File: src/verilog/vout_fault_cfg.svh
// Purpose: constants for the output fault limit and configuration bank
// Assumes: command codes are eight bits and data words sixteen bits
// Notes: rule overview below
//
// Overview of operation
// - Stop conversion once input voltage falls to the stop threshold.
// - Start conversion only when input voltage reaches the start threshold.
// - Offset switching phase from the shared sync clock per interleave.
// - Group identifier is unsigned 0..15 in bits 11:8.
// - Unit count including sync driver is unsigned 0..15 in bits 7:4.
// - Add programmed current offset to every reported current reading.
// - Over-voltage fault limit is 16-bit unsigned, exponent minus eleven.
// - Action code 00 keeps operating while the fault exists.
// - Code 01 keeps operating for the delay, then follows retries.
// - Code 10 disables output at once, then follows retries.
// - Code 11 disables output only while the fault persists.
// - Bits 5:3 give the number of restart attempts after shutdown.
// - Retry 000 never restarts; output stays off until faults cleared.
// - Retry 111 restarts without limit.
// - Bits 2:0 give delay of two to the code units, 1..128.
// - One delay unit length comes from a separate register; here it comes from the unit_cycles input port.
// - Over-voltage warning limit is 16-bit unsigned, exponent minus eleven.
// - Under-voltage warning limit is 16-bit unsigned, exponent -11.
// - Under-voltage fault limit is 16-bit unsigned, exponent -11.
`ifndef VOUT_FAULT_CFG_SVH
`define VOUT_FAULT_CFG_SVH

// ****************************************
// command codes
// ****************************************
`define CMD_CLEAR_FAULTS 8'h03
`define CMD_START_THR 8'h35
`define CMD_STOP_THR 8'h36
`define CMD_PHASE 8'h37
`define CMD_IOFF 8'h39
`define CMD_OVF_LIM 8'h40
`define CMD_OVF_ACT 8'h41
`define CMD_OVW_LIM 8'h42
`define CMD_UVW_LIM 8'h43
`define CMD_UVF_LIM 8'h44

// ****************************************
// reset values
// ****************************************
`define RST_START_THR 16'h0000
`define RST_STOP_THR 16'h0000
`define RST_PHASE 12'h000
`define RST_IOFF 16'h0000
`define RST_OVF_LIM 16'hFFFF
`define RST_OVF_ACT 8'h80
`define RST_OVW_LIM 16'hFFFF
`define RST_UVW_LIM 16'h0000
`define RST_UVF_LIM 16'h0000

// ****************************************
// fields
// ****************************************
`define PH_GROUP_HI 11
`define PH_GROUP_LO 8
`define PH_RAILS_HI 7
`define PH_RAILS_LO 4
`define PH_POS_HI 3
`define PH_POS_LO 0
`define ACT_RESP_HI 7
`define ACT_RESP_LO 6
`define ACT_RETRY_HI 5
`define ACT_RETRY_LO 3
`define ACT_DLY_HI 2
`define ACT_DLY_LO 0
`define RESP_IGNORE 2'h0
`define RESP_DELAYED 2'h1
`define RESP_DISABLE 2'h2
`define RESP_RESUME 2'h3
`define RETRY_NONE 3'h0
`define RETRY_FOREVER 3'h7
`define VOUT_EXP (-11)
`define LIN_MANT_HI 10
`define LIN_EXP_LO 11
`define LIN_FRAC 8

`endif

File: src/verilog/vout_fault_pkg.sv
// Purpose: types for the output fault limit and configuration bank
// Assumes: constants live in vout_fault_cfg.svh
// Notes: state encodings are one-hot
package vout_fault_pkg;

  typedef enum logic [4:0] {
    ST_RUN = 5'h01,
    ST_GRACE = 5'h02,
    ST_RETRY_WAIT = 5'h04,
    ST_HOLD_OFF = 5'h08,
    ST_LATCHED = 5'h10
  } fault_state_e;

  typedef struct packed {
    logic [15:0] unit_cnt;
    logic [7:0] units_left;
    logic busy;
    logic done;
  } timer_s;

  typedef struct packed {
    logic [15:0] start_thr;
    logic [15:0] stop_thr;
    logic [11:0] phase;
    logic [15:0] ioff;
    logic [15:0] ovf_lim;
    logic [7:0] ovf_act;
    logic [15:0] ovw_lim;
    logic [15:0] uvw_lim;
    logic [15:0] uvf_lim;
    logic [15:0] rdata;
    logic bad;
    logic conv_on;
    fault_state_e state;
    logic [2:0] tries_left;
    logic out_en;
    logic ov_fault;
    logic ov_warn;
    logic uv_warn;
    logic uv_fault;
    logic [15:0] iout_rep;
    logic sync1;
    logic sync2;
    logic sync3;
    logic [15:0] ph_cnt;
    logic [15:0] period;
    logic armed;
    logic phase_tick;
  } bank_s;

endpackage
File: src/verilog/fault_delay_timer.sv
// Purpose: counts a delay of two to the code time units
// Assumes: unit length arrives in clock cycles, zero acts as one
// Notes: a start while busy restarts the count
`timescale 1ns/100ps
`include "vout_fault_cfg.svh"
module fault_delay_timer (
  input wire logic clk,
  input wire logic rst,
  input wire logic start,
  input wire logic abort,
  input wire logic [2:0] code,
  input wire logic [15:0] unit_cycles,
  output logic done
);

  vout_fault_pkg::timer_s q;
  vout_fault_pkg::timer_s d;

  always_comb begin
    d = q;
    d.done = 1'b0;
    if (abort) begin
      d.busy = 1'b0;
    end else if (start) begin
      d.busy = 1'b1;
      d.unit_cnt = 16'h0000;
      d.units_left = 8'(8'h01 << code);
    end else if (q.busy) begin
      if (q.unit_cnt + 16'h0001 >= unit_cycles) begin
        d.unit_cnt = 16'h0000;
        d.units_left = q.units_left - 8'h01;
        if (q.units_left == 8'h01) begin
          d.busy = 1'b0;
          d.done = 1'b1;
        end
      end else begin
        d.unit_cnt = q.unit_cnt + 16'h0001;
      end
    end
  end

  always_ff @(posedge clk or posedge rst) begin
    if (rst) begin
      q <= '0;
    end else begin
      q <= d;
    end
  end

  assign done = q.done;

endmodule

File: src/verilog/vout_fault_limit_config.sv
// Purpose: output fault limits, fault action, interleave and offsets
// Assumes: measurements come from logic on clk; sync_in is a pin
// Notes: command port is the decoded command layer of the serial bus
`timescale 1ns/100ps
`include "vout_fault_cfg.svh"
module vout_fault_limit_config (
  input wire logic clk,
  input wire logic rst,
  input wire logic [7:0] cmd_code,
  input wire logic cmd_wr,
  input wire logic [15:0] cmd_wdata,
  input wire logic cmd_rd,
  output logic [15:0] cmd_rdata,
  output logic cmd_bad,
  input wire logic [15:0] vin_meas,
  input wire logic [15:0] vout_meas,
  input wire logic [15:0] iout_raw,
  input wire logic [15:0] unit_cycles,
  input wire logic sync_in,
  output logic conv_on,
  output logic out_en,
  output logic ov_fault,
  output logic ov_warn,
  output logic uv_warn,
  output logic uv_fault,
  output logic [15:0] iout_report,
  output logic phase_tick
);

  localparam vout_fault_pkg::bank_s RST_VAL = '{
    start_thr: `RST_START_THR,
    stop_thr: `RST_STOP_THR,
    phase: `RST_PHASE,
    ioff: `RST_IOFF,
    ovf_lim: `RST_OVF_LIM,
    ovf_act: `RST_OVF_ACT,
    ovw_lim: `RST_OVW_LIM,
    uvw_lim: `RST_UVW_LIM,
    uvf_lim: `RST_UVF_LIM,
    rdata: 16'h0000,
    bad: 1'b0,
    conv_on: 1'b0,
    state: vout_fault_pkg::ST_RUN,
    tries_left: 3'h0,
    out_en: 1'b0,
    ov_fault: 1'b0,
    ov_warn: 1'b0,
    uv_warn: 1'b0,
    uv_fault: 1'b0,
    iout_rep: 16'h0000,
    sync1: 1'b0,
    sync2: 1'b0,
    sync3: 1'b0,
    ph_cnt: 16'h0000,
    period: 16'h0000,
    armed: 1'b0,
    phase_tick: 1'b0
  };

  vout_fault_pkg::bank_s q;
  vout_fault_pkg::bank_s d;
  logic tmr_start;
  logic tmr_abort;
  logic tmr_done;

  // ****************************************
  // linear word to unsigned fixed point
  // ****************************************
  function automatic logic [31:0] lin_fix(input logic [15:0] v);
    logic signed [5:0] sh;
    logic [31:0] m;
    sh = 6'($signed(v[15:`LIN_EXP_LO])) + 6'(`LIN_FRAC);
    m = {21'h000000, v[`LIN_MANT_HI:0]};
    if (v[`LIN_MANT_HI]) begin
      lin_fix = 32'h00000000;
    end else if (sh >= 0) begin
      lin_fix = m << sh;
    end else begin
      lin_fix = m >> (-sh);
    end
  endfunction

  // ****************************************
  // fault action helpers
  // ****************************************
  logic [1:0] resp;
  logic [2:0] retry_set;
  logic ov_now;
  logic clear_cmd;
  logic vin_ok_start;
  logic vin_low_stop;
  logic [3:0] rails;
  logic [3:0] pos;
  logic [19:0] ph_lhs;
  logic [19:0] ph_rhs;
  logic sync_rise;

  assign resp = q.ovf_act[`ACT_RESP_HI:`ACT_RESP_LO];
  assign retry_set = q.ovf_act[`ACT_RETRY_HI:`ACT_RETRY_LO];
  assign ov_now = vout_meas > q.ovf_lim;
  assign clear_cmd = cmd_wr && cmd_code == `CMD_CLEAR_FAULTS;
  assign vin_ok_start = lin_fix(vin_meas) >= lin_fix(q.start_thr);
  assign vin_low_stop = lin_fix(vin_meas) <= lin_fix(q.stop_thr);
  assign rails = q.phase[`PH_RAILS_HI:`PH_RAILS_LO];
  assign pos = q.phase[`PH_POS_HI:`PH_POS_LO];
  assign ph_lhs = q.ph_cnt * rails;
  assign ph_rhs = (pos < rails) ? q.period * pos : 20'h00000;
  assign sync_rise = q.sync2 && !q.sync3;

  always_comb begin
    d = q;
    d.bad = 1'b0;
    d.phase_tick = 1'b0;
    tmr_start = 1'b0;
    tmr_abort = 1'b0;

    // ****************************************
    // command port
    // ****************************************
    if (cmd_wr) begin
      case (cmd_code)
        `CMD_CLEAR_FAULTS: d.bad = 1'b0;
        `CMD_START_THR: d.start_thr = cmd_wdata;
        `CMD_STOP_THR: d.stop_thr = cmd_wdata;
        `CMD_PHASE: d.phase = cmd_wdata[11:0];
        `CMD_IOFF: d.ioff = cmd_wdata;
        `CMD_OVF_LIM: d.ovf_lim = cmd_wdata;
        `CMD_OVF_ACT: d.ovf_act = cmd_wdata[7:0];
        `CMD_OVW_LIM: d.ovw_lim = cmd_wdata;
        `CMD_UVW_LIM: d.uvw_lim = cmd_wdata;
        `CMD_UVF_LIM: d.uvf_lim = cmd_wdata;
        default: d.bad = 1'b1;
      endcase
    end
    if (cmd_rd) begin
      case (cmd_code)
        `CMD_START_THR: d.rdata = q.start_thr;
        `CMD_STOP_THR: d.rdata = q.stop_thr;
        `CMD_PHASE: d.rdata = {4'h0, q.phase};
        `CMD_IOFF: d.rdata = q.ioff;
        `CMD_OVF_LIM: d.rdata = q.ovf_lim;
        `CMD_OVF_ACT: d.rdata = {8'h00, q.ovf_act};
        `CMD_OVW_LIM: d.rdata = q.ovw_lim;
        `CMD_UVW_LIM: d.rdata = q.uvw_lim;
        `CMD_UVF_LIM: d.rdata = q.uvf_lim;
        default: begin
          d.rdata = 16'h0000;
          d.bad = 1'b1;
        end
      endcase
    end

    // ****************************************
    // conversion run control
    // ****************************************
    if (!q.conv_on && vin_ok_start) begin
      d.conv_on = 1'b1;
    end else if (q.conv_on && vin_low_stop) begin
      d.conv_on = 1'b0;
    end

    // ****************************************
    // warnings and sticky fault flag
    // ****************************************
    d.ov_warn = vout_meas > q.ovw_lim;
    d.uv_warn = q.conv_on && vout_meas < q.uvw_lim;
    d.uv_fault = q.conv_on && vout_meas < q.uvf_lim;
    if (clear_cmd) begin
      d.ov_fault = 1'b0;
    end
    if (q.conv_on && ov_now) begin
      d.ov_fault = 1'b1;
    end

    // ****************************************
    // over-voltage fault action
    // ****************************************
    if (!q.conv_on) begin
      d.state = vout_fault_pkg::ST_RUN;
      d.tries_left = retry_set;
      tmr_abort = 1'b1;
    end else begin
      case (q.state)
        vout_fault_pkg::ST_RUN: begin
          if (ov_now) begin
            case (resp)
              `RESP_IGNORE: d.state = vout_fault_pkg::ST_RUN;
              `RESP_DELAYED: begin
                tmr_start = 1'b1;
                d.state = vout_fault_pkg::ST_GRACE;
              end
              `RESP_DISABLE: begin
                if (q.tries_left == `RETRY_NONE) begin
                  d.state = vout_fault_pkg::ST_LATCHED;
                end else begin
                  tmr_start = 1'b1;
                  d.state = vout_fault_pkg::ST_RETRY_WAIT;
                end
              end
              default: d.state = vout_fault_pkg::ST_HOLD_OFF;
            endcase
          end
        end
        vout_fault_pkg::ST_GRACE: begin
          if (!ov_now) begin
            tmr_abort = 1'b1;
            d.state = vout_fault_pkg::ST_RUN;
          end else if (tmr_done) begin
            if (q.tries_left == `RETRY_NONE) begin
              d.state = vout_fault_pkg::ST_LATCHED;
            end else begin
              tmr_start = 1'b1;
              d.state = vout_fault_pkg::ST_RETRY_WAIT;
            end
          end
        end
        vout_fault_pkg::ST_RETRY_WAIT: begin
          if (tmr_done) begin
            d.state = vout_fault_pkg::ST_RUN;
            if (q.tries_left != `RETRY_FOREVER) begin
              d.tries_left = q.tries_left - 3'h1;
            end
          end
        end
        vout_fault_pkg::ST_HOLD_OFF: begin
          if (!ov_now) begin
            d.state = vout_fault_pkg::ST_RUN;
          end
        end
        vout_fault_pkg::ST_LATCHED: begin
          if (clear_cmd) begin
            d.state = vout_fault_pkg::ST_RUN;
            d.tries_left = retry_set;
          end
        end
        default: d.state = vout_fault_pkg::ST_RUN;
      endcase
      // clear-faults rearms the programmed retry budget in any state
      if (clear_cmd) begin
        d.tries_left = retry_set;
      end
    end
    d.out_en = d.conv_on && (d.state == vout_fault_pkg::ST_RUN ||
      d.state == vout_fault_pkg::ST_GRACE);

    // ****************************************
    // current reading offset
    // ****************************************
    d.iout_rep = {iout_raw[15:`LIN_EXP_LO],
      11'(iout_raw[`LIN_MANT_HI:0] + q.ioff[`LIN_MANT_HI:0])};

    // ****************************************
    // interleave phase against sync clock
    // ****************************************
    d.sync1 = sync_in;
    d.sync2 = q.sync1;
    d.sync3 = q.sync2;
    if (sync_rise) begin
      d.period = q.ph_cnt + 16'h0001;
      d.ph_cnt = 16'h0000;
      d.armed = 1'b1;
    end else begin
      if (q.ph_cnt != 16'hFFFF) begin
        d.ph_cnt = q.ph_cnt + 16'h0001;
      end
      if (q.armed && ph_lhs >= ph_rhs) begin
        d.phase_tick = 1'b1;
        d.armed = 1'b0;
      end
    end
  end

  always_ff @(posedge clk or posedge rst) begin
    if (rst) begin
      q <= RST_VAL;
    end else begin
      q <= d;
    end
  end

  fault_delay_timer u_timer (
    .clk(clk),
    .rst(rst),
    .start(tmr_start),
    .abort(tmr_abort),
    .code(q.ovf_act[`ACT_DLY_HI:`ACT_DLY_LO]),
    .unit_cycles(unit_cycles),
    .done(tmr_done)
  );

  assign cmd_rdata = q.rdata;
  assign cmd_bad = q.bad;
  assign conv_on = q.conv_on;
  assign out_en = q.out_en;
  assign ov_fault = q.ov_fault;
  assign ov_warn = q.ov_warn;
  assign uv_warn = q.uv_warn;
  assign uv_fault = q.uv_fault;
  assign iout_report = q.iout_rep;
  assign phase_tick = q.phase_tick;

endmodule

File: config.mk
export PLATFORM = sky130hd
export DESIGN_NAME = vout_fault_limit_config
export DESIGN_NICKNAME = d
export VERILOG_FILES = /design/src/verilog/vout_fault_pkg.sv /design/src/verilog/fault_delay_timer.sv /design/src/verilog/vout_fault_limit_config.sv
export VERILOG_INCLUDE_DIRS = /design/src /design/src/verilog
export SDC_FILE = /design/constraint.sdc
export NUM_CORES = 1
export LEC_CHECK = 0
export ABC_AREA = 1
export BUFFER_PORTS_ARGS = -buffer_cell sky130_fd_sc_hd__buf_2
export CAP_MARGIN = 30
export CORE_MARGIN = 2
export CORE_UTILIZATION = 31
export DETAILED_ROUTE_END_ITERATION = 10
export PLACE_DENSITY = 0.48
export REMOVE_ABC_BUFFERS = 1
export SKIP_CTS_REPAIR_TIMING = 1
export SYNTH_ARGS = -nofsm -noshare
export SYNTH_HDL_FRONTEND = slang
export SYNTH_HIERARCHICAL = 1
export SYNTH_SLANG_ARGS = --single-unit
File: constraint.sdc
create_clock -name clk -period 15.8 [get_ports clk]
set_input_delay 3.16 -clock clk [delete_from_list [all_inputs] [get_ports clk]]
set_output_delay 3.16 -clock clk [all_outputs]
set_load 0.02 [all_outputs]
==> results of run 1 <==
==> final cells by class <==
cell class                      instances  area (sq um)
Antenna cell                            2         5.005
Sequential cell                       242          6098
Clock inverter                         13         135.1
Tap cell                              969          1212
Fill cell                            8102         49000
Timing Repair Buffer                  144         788.3
Inverter                              569          2146
Multi-Input combinational cell       2472         14570
Clock buffer                           35         745.7
==> report_power, final <==
part	total (mW)	leakage [nW]	internal, mW	switching (mW)
clock	0.639	0.420	0.365	0.274
combinational	0.426	9.61	0.138	0.288
sequential	0.714	3.15	0.662	0.0517
==> per-layer routing <==
metal	routed length (microns)	global-route usage, %	vias to the layer above
li1	-	-	11080
met1	35410	26.30	9837
met2	33970	31.36	434
met3	3179	2.042	73
met4	1374	3.791	6
met5	34	0	-
==> logic make-up (layout without fill, tap and decap cells) <==
family / after synthesis / after routing / share of synthesized area [%]
simple gates: 1381 / 1381 / 24.32
compound gates: 714 / 714 / 16.83
buf+inv: 706 / 761 / 12.02
fa+ha+maj: 303 / 303 / 17.96
flops: 242 / 242 / 25.96
xor+xnor: 66 / 66 / 2.557
mux: 8 / 8 / 0.3569
other cells: 0 / 2 / 0
==> state kept, by name (all words and copies together), names as in the netlist, 2 cells and up <==
name         count
q              170
u_timer/q       25
cmd_rdata       16
iout_report     16
pos              4
d                2
==> path summary, 6_finish.rpt <==
kind,from,end,cells after the start
worst max-delay path,vin_meas[14],out_en$_DFF_PP0_,19
max in group asynchronous,rst,cmd_rdata[8]$_DFFE_PP0P_,4
worst max register to register,pos[2]$_DFFE_PP0P_,q[1]$_DFFE_PP0P_,23
worst min register to register,d[35]$_DFF_PP0_,d[34]$_DFF_PP0_,0
worst min-delay path,d[35]$_DFF_PP0_,d[34]$_DFF_PP0_,0
min in group asynchronous,rst,u_timer/q[15]$_DFFE_PP0P_,2
==> through the flow <==
step / hold WS [ns] / total power, mW / setup slack, ns
6_report: 0.3488 / 1.779 / 8.865
5_1_grt: 0.3711 / 1.893 / 8.499
4_1_cts: 0.3500 / 1.802 / 8.928
3_5_place_dp: 0.3347 / 1.152 / 8.368
3_3_place_gp: 0.3338 / 1.151 / 8.486
2_1_floorplan: 0.3312 / 0.9954 / 6.789
==> placed cells by master, fill, tap and decap left out, drive strengths merged, types with 15 or more instances in the layout <==
cell / Yosys / routed
a21oi: 183 / 183
a31oi: 15 / 15
buf: 70 / 144
clkbuf: 67 / 35
dfrtp: 208 / 208
dfstp: 34 / 34
fa: 57 / 57
ha: 246 / 246
inv: 561 / 562
nand2: 952 / 952
nand3: 112 / 112
nand4: 33 / 33
nor2: 200 / 200
nor3: 45 / 45
o21ai: 395 / 395
o22ai: 27 / 27
or2: 18 / 18
xnor2: 18 / 18
xor2: 48 / 48
==> out/qor.yml, run 1 <==
floorplanning:
  io_pins: 133
  core_area_sq_mm: 0.07470
  die_width_microns: 279.3
  start_util_pct: 31.45
  num_rows: 100
  dieArea_sq_mm: 0.07800
  die_y_microns: 279.3
cells_and_area:
  finalInstanceArea_sq_mm: 0.02570
  post-route-util_pct: 34.41
  drive_gt1_share_pct: 8.662
  finalNonFillerCells: 4446
  fin_nets: 3851
  area_growth_pct: 9.406
sta:
  maxSlewHeadroom_pct: 36.12
  rsz0062_at_grt: "no"
  timing.fmax_ghz: 0.1442
  finClkSkew_ns: 0.02143
  drv_slew: 0
  hold_viol: 0
  timing_worst_slew_pin_value_ns: 0.9559
  setup_violations: 0
  min_period_over_period_pct: 43.89
  finalCriticalPeriod_ns: 6.935
  fin_setup_tns_ns: 0
setup_path:
  path_cells: "buf_2 -> clkinv_1 -> ha_1 -> inv_1 -> nand3_1 -> nor2_1 -> clkinv_1 -> nor2_1 -> ha_1 -> nand2_1 -> nor2_1 -> nand2_1 -> nor3_1 -> nand4_1 -> nand3_1 -> nand2_1 -> nand2_1 -> nand4_1 -> nor2_1"
  cpPeakStageDelay_ns: 0.47
  required_ns: 16.27
  crit_type: "in -> reg"
  r2r_setup_slack_ns: 10.65
  slowest_stage: "clkinv_1"
  cp_top_family: "simple AND/OR/NAND/NOR gates"
  cp-start-kind: "input pin"
  cp_data_arrival_time_ns: 7.41
  crit_path_end_kind: "flip-flop"
  worstPathMaxFanout: 20
  worst-path-buf-inv: 4
clock_network:
  clkSinkCount: 242
  cts_buffer_depth: 3
  cts_tree: "yes"
  path_clk_slew_ns: 0.06
  clock_insertion_delay_worst_skew_ns: 0.56
  cts_made_buffers: 26
  htree_levels: 1
  root_buffer: "clkbuf_16"
placement:
  place.gp.congestion: 0.8963
  portBuffers: 132
  placed_cell_area_sq_mm: 0.02482
  placedCellCount: 4396
  dpl.hpwl_mm: 58.53
synthesis:
  ys.warnings.count: 6
  synth.area.top_cells: "dfrtp_1, nand2_1, ha_1"
  netlist_area_sq_mm: 0.02349
  ys_async_sr_fraction_pct: 100.0
  synth_cell_types: 69
  synthCells: 3420
  yosysMostFrequentCell: "nand2_1"
  synth_edf_count: 0
  synth_common_cells: "nand2_1, inv_1, o21ai_0"
  avgSynthCellArea_sq_um: 6.869
  synth_largest_area_cell: "dfrtp_1"
  ys_ff_latch: 242
  yosys_most_used_dff: "dfrtp_1"
  synth_top_cell_area_share_pct: 22.16
  yosysSeqAreaShare_pct: 25.96
route:
  vias: 21430
  drt-initial-drc-count: 1409
  drt_wl_total_mm: 73.97
  drc_errors: 0
  wl_per_cell_microns: 16.64
  ant_nets: 0
  vias_per_cell: 4.820
  first_pass_iters: 5
global_routing:
  grt_use_total_pct: 18.83
  grt_pass1_wl_mm: 117.3
  grt_max_degree: 100
  grt_pass1_vias: 20730
  grt.overflow.total: 0
  antenna_found_initial: 4
power_and_ir_drop:
  leakage_nw: 13.18
  power_density_mw_per_mm2: 69.21
  peakVddDrop_mv: 0.06639
job:
  cap_violations: 0
min_path:
  min_path_type: "reg -> reg"
status:
  status: "complete, no violations"
Note: power is estimated with default switching activity, not from simulation.
==> run 2: changes to the inputs <==
==> constraint.sdc (replaced) <==
create_clock -name clk -period 6.9 [get_ports clk]
set_input_delay 1.38 -clock clk [delete_from_list [all_inputs] [get_ports clk]]
set_output_delay 1.38 -clock clk [all_outputs]
set_load 0.02 [all_outputs]
==> run 2 against run 1 <==
Net effect:
- non-clock buffer count fell by 3
- final cell count down 0.20%
- via count about the same
- combinational power rose by 130%
- core utilization about the same
- sequential share of layout area about the same
- critical endpoint unchanged
==> out/qor.yml, run 2 (synthesized netlist as in run 1, its figures left out) <==
power_and_ir_drop:
  p_seq_share_pct: 40.3  # was 40.1%
  switching_share_pct: 33.79  # was 34.50%
  combPwrFrac_pct: 24.2  # was 24.0%
  p_int_mw: 2.685  # was 1.165 mW
  peakVddDrop_mv: 0.1829  # was 0.06639 mV
  p_sw_mw: 1.370  # was 0.6137 mW
  power_density_mw_per_mm2: 157.9  # was 69.21 mW/mm^2
  clkPwrFrac_pct: 35.5  # was 35.9%
  leakage_nw: 13.18  # about the same
floorplanning:
  dieArea_sq_mm: 0.07800  # unchanged
  start_util_pct: 31.45  # unchanged
  die_y_microns: 279.3  # unchanged
  num_rows: 100  # unchanged
  core_area_sq_mm: 0.07470  # unchanged
  io_pins: 133  # unchanged
  die_width_microns: 279.3  # unchanged
setup_path:
  worstPathMaxFanout: 20  # unchanged
  crit_type: "in -> reg"  # unchanged
  slowest_stage: "clkinv_1"  # unchanged
  cp_top_family: "simple AND/OR/NAND/NOR gates"  # unchanged
  cpPeakStageDelay_ns: 0.46  # was 0.47 ns
  worst-path-buf-inv: 4  # unchanged
  cp-start-kind: "input pin"  # unchanged
  crit_path_end_kind: "flip-flop"  # unchanged
  cp_data_arrival_time_ns: 5.60  # was 7.41 ns
  required_ns: 7.36  # was 16.27 ns
  path_cells: "buf_2 -> clkinv_1 -> ha_1 -> inv_1 -> nand3_1 -> nor2_1 -> clkinv_1 -> nor2_1 -> ha_1 -> nand2_1 -> nor2_1 -> nand2_1 -> nor3_1 -> nand4_1 -> nand3_1 -> nand2_1 -> nand2_1 -> nand4_1 -> nor2_1"  # unchanged
placement:
  dpl.hpwl_mm: 58.20  # was 58.53 mm
  placedCellCount: 4393  # was 4396
  portBuffers: 132  # unchanged
  place.gp.congestion: 0.8797  # was 0.8963
  place_ws_ns: 1.288  # was 8.368 ns
  placed_cell_area_sq_mm: 0.02483  # was 0.02482 sq mm
clock_network:
  cts_tree: "yes"  # unchanged
  htree_levels: 1  # unchanged
  clkSinkCount: 242  # unchanged
  root_buffer: "clkbuf_16"  # unchanged
  path_clk_slew_ns: 0.06  # about the same
  cts_buffer_depth: 3  # unchanged
  clock_insertion_delay_worst_skew_ns: 0.54  # was 0.56 ns
  cts_made_buffers: 25  # was 26
sta:
  min_period_over_period_pct: 74.54
  rsz0062_at_grt: "no"  # unchanged
  setup_ws_ns: 1.757  # was 8.865 ns
  drv_slew: 0  # unchanged
  maxSlewHeadroom_pct: 33.25  # was 36.12%
  fin_setup_tns_ns: 0  # unchanged
  hold_viol: 0  # unchanged
  timing_worst_slew_pin_value_ns: 0.9988  # was 0.9559 ns
  finClkSkew_ns: 0.02082  # was 0.02143 ns
  finalCriticalPeriod_ns: 5.143
  setup_violations: 0  # unchanged
  timing.fmax_ghz: 0.1944
cells_and_area:
  area_growth_pct: 9.321  # was 9.406%
  post-route-util_pct: 34.38  # was 34.41%
  top_register: "q"  # unchanged
  final_common_cell: "nand2_1"  # unchanged
  finalInstanceArea_sq_mm: 0.02568  # was 0.02570 sq mm
  drive_gt1_share_pct: 8.449  # was 8.662%
  layout_common_cells: "nand2_1, inv_1, o21ai_0"  # unchanged
  largest_register_ffs: 170  # unchanged
  diodes: 0  # was 2
  fin_nets: 3847  # was 3851
  reg_top3: "q: 170 flops, u_timer/q: 25 flops"  # unchanged
  finalNonFillerCells: 4437  # was 4446
route:
  wl_met2_mm: 33.05  # was 33.97 mm
  topRoutingLayerUsed: "met5"  # unchanged
  ant_nets: 0  # unchanged
  vias: 21450  # was 21.43k
  wl_per_cell_microns: 16.42  # was 16.64 microns
  vias_per_cell: 4.834  # was 4.820
  drc_errors: 0  # unchanged
  drt-initial-drc-count: 1363  # was 1409
  wl_met3_mm: 3.143  # was 3.179 mm
  wl_met1_mm: 35.12  # was 35.41 mm
  first_pass_iters: 5  # unchanged
  drt_wl_total_mm: 72.85  # was 73.97 mm
global_routing:
  grt_use_total_pct: 18.59  # was 18.83%
  grt_max_degree: 120  # was 100
  antenna_found_initial: 4  # unchanged
  grt_pass1_vias: 20840  # was 20.73k
  grt.overflow.total: 0  # unchanged
  grt_pass1_wl_mm: 116.1  # was 117.3 mm
status:
  status: "complete, no violations"  # unchanged
min_path:
  min_path_type: "reg -> reg"  # unchanged
job:
  cap_violations: 0  # unchanged
[run 2: changes by cell type in the layout (fill, tap and decap cells not counted), sizes merged]
cell | before | now
buf | 144 | 141
bufinv | 2 | 3
clkbuf | 35 | 37
clkinv | 13 | 11
clkinvlp | 5 | 1
diode | 2 | 0
inv | 562 | 561
[run 2: power groups by stage]
| stage | Clock, mW | Combinational (mW) | Sequential [mW] |
|---|---|---|---|
| 2_1_floorplan | 0 | 0.639 | 1.64 |
| 3_3_place_gp | 0 | 0.980 | 1.66 |
| 3_5_place_dp | 0 | 0.981 | 1.66 |
| 4_1_cts | 1.48 | 0.987 | 1.63 |
| 5_1_grt | 1.53 | 1.13 | 1.65 |
| 6_report | 1.44 | 0.980 | 1.63 |
[run 2: cell type report]
type,instances,area [sq um]
sequential,242,6098
clock inverter,7,112.6
clock buffer,37,740.7
multi-input combinational,2472,14570
tap,969,1212
timing repair buffer,141,800.8
fill,8139,49020
inverter,569,2146
[run 2: final timing paths]
path                               startpoint                   end  slack (ns)  depth (start not counted)
max                              vin_meas[14]      out_en$_DFF_PP0_        1.76                         19
min reg2reg                   d[35]$_DFF_PP0_       d[34]$_DFF_PP0_        0.36                          0
max reg2reg                q[179]$_DFFE_PP0P_  phase_tick$_DFF_PP0_        1.89                         22
min in group asynchronous                 rst       d[35]$_DFF_PP0_        0.95                          2
min                           d[35]$_DFF_PP0_       d[34]$_DFF_PP0_        0.36                          0
max in group asynchronous                 rst    q[100]$_DFFE_PP0P_        4.80                          3
[run 2: per-layer routing]
metal | vias to the layer above | track usage (%)
met5 | - | 0
li1 | 11080 | -
met2 | 421 | 30.73
met4 | 8 | 4.108
met3 | 72 | 1.916
met1 | 9869 | 26.08
[run 2: stage by stage]
step / power [mW] / hold slack, ns
finish: 4.054 / 0.3611
global route: 4.303 / 0.3757
CTS: 4.099 / 0.3687
detailed placement: 2.640 / 0.3463
global placement: 2.639 / 0.3476
floorplan: 2.279 / 0.3312
==> run 3: changes to the inputs <==
==> constraint.sdc (replaced) <==
create_clock -name clk -period 5.4 [get_ports clk]
set_input_delay 1.08 -clock clk [delete_from_list [all_inputs] [get_ports clk]]
set_output_delay 1.08 -clock clk [all_outputs]
set_load 0.02 [all_outputs]
==> run 3 against run 2 <==
Net effect:
- critical path depth is 1 lower
- sequential cell count stayed put
- design area is 0.68% higher
- via count is 1.0% higher
- register-to-register slack worse by 1.2 ns
- power is 31% higher
- routed wire length is 3.2% higher
- combinational power is 30% higher
- worst setup slack worse by 1.1 ns
- hold slack worse by 0.014 ns
- clock skew is 0.0017 ns lower
- critical endpoint is now q[1]$_DFFE_PP0P_
- largest cell class unchanged
==> out/qor.yml, run 3 (synthesized netlist as in run 1, its figures left out) <==
status:
  status: "complete, no violations"  # unchanged
cells_and_area:
  multi_input_area_sq_mm: 0.01457  # unchanged
  drive_gt1_share_pct: 9.054  # was 8.449%
  fin_nets: 3864  # was 3847
  area_growth_pct: 10.07  # was 9.321%
  post-route-util_pct: 34.61  # was 34.38%
  final_common_cell: "nand2_1"  # unchanged
  reg_top3: "q: 170 flops, u_timer/q: 25 flops"  # unchanged
  layout_common_cells: "nand2_1, inv_1, o21ai_0"  # unchanged
  largest_register_ffs: 170  # unchanged
  num-fill-cells: 8124  # was 8139
  regArea_sq_mm: 0.006098  # unchanged
  top_register: "q"  # unchanged
job:
  cap_violations: 0  # unchanged
placement:
  place.gp.congestion: 0.8762  # was 0.8797
  portBuffers: 132  # unchanged
  dpl.hpwl_mm: 59.45  # was 58.20 mm
sta:
  finalCriticalPeriod_ns: 4.737
  timing_worst_slew_pin_value_ns: 0.9830  # was 0.9988 ns
  rsz0062_at_grt: "no"  # unchanged
  maxSlewHeadroom_pct: 34.31  # was 33.25%
  finClkSkew_ns: 0.01911  # was 0.02082 ns
  fin_setup_tns_ns: 0  # unchanged
  drv_slew: 0  # unchanged
  min_period_over_period_pct: 87.72
  timing.fmax_ghz: 0.2111
  setup_violations: 0  # unchanged
  hold_viol: 0  # unchanged
clock_network:
  cts_buffer_depth: 3  # unchanged
  clock_insertion_delay_worst_skew_ns: 0.57  # was 0.54 ns
  clkSinkCount: 242  # unchanged
  htree_levels: 1  # unchanged
  root_buffer: "clkbuf_16"  # unchanged
  cts_tree: "yes"  # unchanged
  cts_made_buffers: 29  # was 25
  path_clk_slew_ns: 0.07  # was 0.06 ns
setup_path:
  reg2reg_to: "q[1]$_DFFE_PP0P_"  # was phase_tick$_DFF_PP0_
  r2r_setup_slack_ns: 0.66  # was 1.89 ns
  crit_type: "reg -> reg"  # was in -> reg
  cp-start-kind: "flip-flop"  # was input pin
  slowest_stage: "dfrtp_1"  # was clkinv_1
  r2r_start: "q[179]$_DFFE_PP0P_"  # unchanged
  worstPathMaxFanout: 18  # was 20
  path_cells: "nand2_1 -> fa_1 -> inv_1 -> fa_1 -> fa_1 -> nand3_1 -> nand2_1 -> a21boi_0 -> o21ai_0 -> a31oi_1 -> o21ai_0 -> xor2_1 -> ha_1 -> nand4_1 -> nor2_1 -> nand4_1 -> nand4_1 -> o21ai_0"  # was buf_2 -> clkinv_1 -> ha_1 -> inv_1 -> nand3_1 -> nor2_1 -> clkinv_1 -> nor2_1 -> ha_1 -> nand2_1 -> nor2_1 -> nand2_1 -> nor3_1 -> nand4_1 -> nand3_1 -> nand2_1 -> nand2_1 -> nand4_1 -> nor2_1
  crit_path_end_kind: "flip-flop"  # unchanged
  rr_worst_depth: 18  # was 22
  cp_data_arrival_time_ns: 5.16  # was 5.60 ns
  cpPeakStageDelay_ns: 0.71  # was 0.46 ns
  required_ns: 5.82  # was 7.36 ns
route:
  drc_errors: 0  # unchanged
  vias_per_cell: 4.859  # was 4.834
  first_pass_iters: 5  # unchanged
  drt-initial-drc-count: 1273  # was 1363
  ant_nets: 0  # unchanged
  vias: 21670  # was 21.45k
  drt_wl_total_mm: 75.18  # was 72.85 mm
  wl_per_cell_microns: 16.86  # was 16.42 microns
min_path:
  holdPathEnd: "d[34]$_DFF_PP0_"  # unchanged
  min_from: "d[35]$_DFF_PP0_"  # unchanged
  min_path_type: "reg -> reg"  # unchanged
  hold_depth: 0  # unchanged
floorplanning:
  num_rows: 100  # unchanged
  dieArea_sq_mm: 0.07800  # unchanged
  core_area_sq_mm: 0.07470  # unchanged
  io_pins: 133  # unchanged
  start_util_pct: 31.45  # unchanged
  die_width_microns: 279.3  # unchanged
  die_y_microns: 279.3  # unchanged
global_routing:
  grt_use_total_pct: 19.21  # was 18.59%
  antenna_found_initial: 7  # was 4
  grt.overflow.total: 0  # unchanged
  grt_pass1_wl_mm: 119.1  # was 116.1 mm
  grt_pass1_vias: 20940  # was 20.84k
  grt_max_degree: 103  # was 120
power_and_ir_drop:
  leakage_nw: 13.28  # was 13.18 nW
  power_density_mw_per_mm2: 205.1  # was 157.9 mW/mm^2
  peakVddDrop_mv: 0.1865  # was 0.1829 mV
run 3: cell types whose count changed in the layout (fill, tap and decap cells not counted), sizes merged:
cell,change
clkinv,+6
buf,+13
diode,+1
bufinv,-2
clkinvlp,+2
inv,+4
clkbuf,-1
run 3: layout make-up:
type	instances	share of cell area, %
Sequential cell	242	23.59
Multi-Input combinational cell	2472	56.35
Timing Repair Buffer	154	3.474
Antenna cell	1	0.009678
Inverter	569	8.299
Clock inverter	17	0.5662
Tap cell	969	4.689
Clock buffer	36	3.024
run 3: where the power goes:
part / switching (mW) / leakage, nW / total, mW / internal [mW]
clock network: 0.863 / 0.454 / 1.95 / 1.09
logic: 0.863 / 9.68 / 1.27 / 0.411
registers: 0.143 / 3.15 / 2.08 / 1.94
run 3: how the worst max path moves through the flow:
| stage | startpoint | to | slack, ns | cells past startpoint |
|---|---|---|---|---|
| 6_report | q[179]$_DFFE_PP0P_ | q[1]$_DFFE_PP0P_ | 0.66 | 18 |
| 5_1_grt | pos[2]$_DFFE_PP0P_ | phase_tick$_DFF_PP0_ | 0.05 | 26 |
| 4_1_cts | q[179]$_DFFE_PP0P_ | q[1]$_DFFE_PP0P_ | 0.61 | 18 |
| 3_5_place_dp | vin_meas[12] | out_en$_DFF_PP0_ | 0.53 | 17 |
| 3_3_place_gp | vin_meas[12] | out_en$_DFF_PP0_ | 0.51 | 23 |
| 2_1_floorplan | rst | cmd_bad$_DFF_PP0_ | -1.53 | 1 |
run 3: per-stage QoR:
stage,hold slack [ns],power [mW],instances,setup slack [ns],area [sq um]
2_1_floorplan,0.3312,2.912,3283,-1.531,22810
3_3_place_gp,0.3344,3.386,4403,0.5141,24840
3_5_place_dp,0.3435,3.385,4406,0.5278,24930
4_1_cts,0.3499,5.367,4459,0.6140,25850
5_1_grt,0.3612,5.639,4460,0.05117,25860
6_report,0.3475,5.304,4460,0.6629,25860
run 3: routing by layer:
| layer | vias to the layer above | wire length, microns | part of all wire (%) | track usage (%) |
|---|---|---|---|---|
| met5 | - | 50 | 0.067 | 0 |
| met4 | 8 | 1717 | 2.3 | 4.618 |
| met3 | 96 | 3150 | 4.2 | 1.983 |
| met2 | 441 | 33840 | 45 | 31.50 |
| met1 | 10000 | 36430 | 48 | 27.03 |
| li1 | 11120 | - | - | - |
run 3: critical path: cells and delay by family (launching register included):
family	cells	cell delay, ns
flops	1	0.71
buf+inv	1	0.05
xor+xnor	1	0.18
fa+ha+maj	4	1.86
simple gates	7	0.82
compound gates	5	0.97
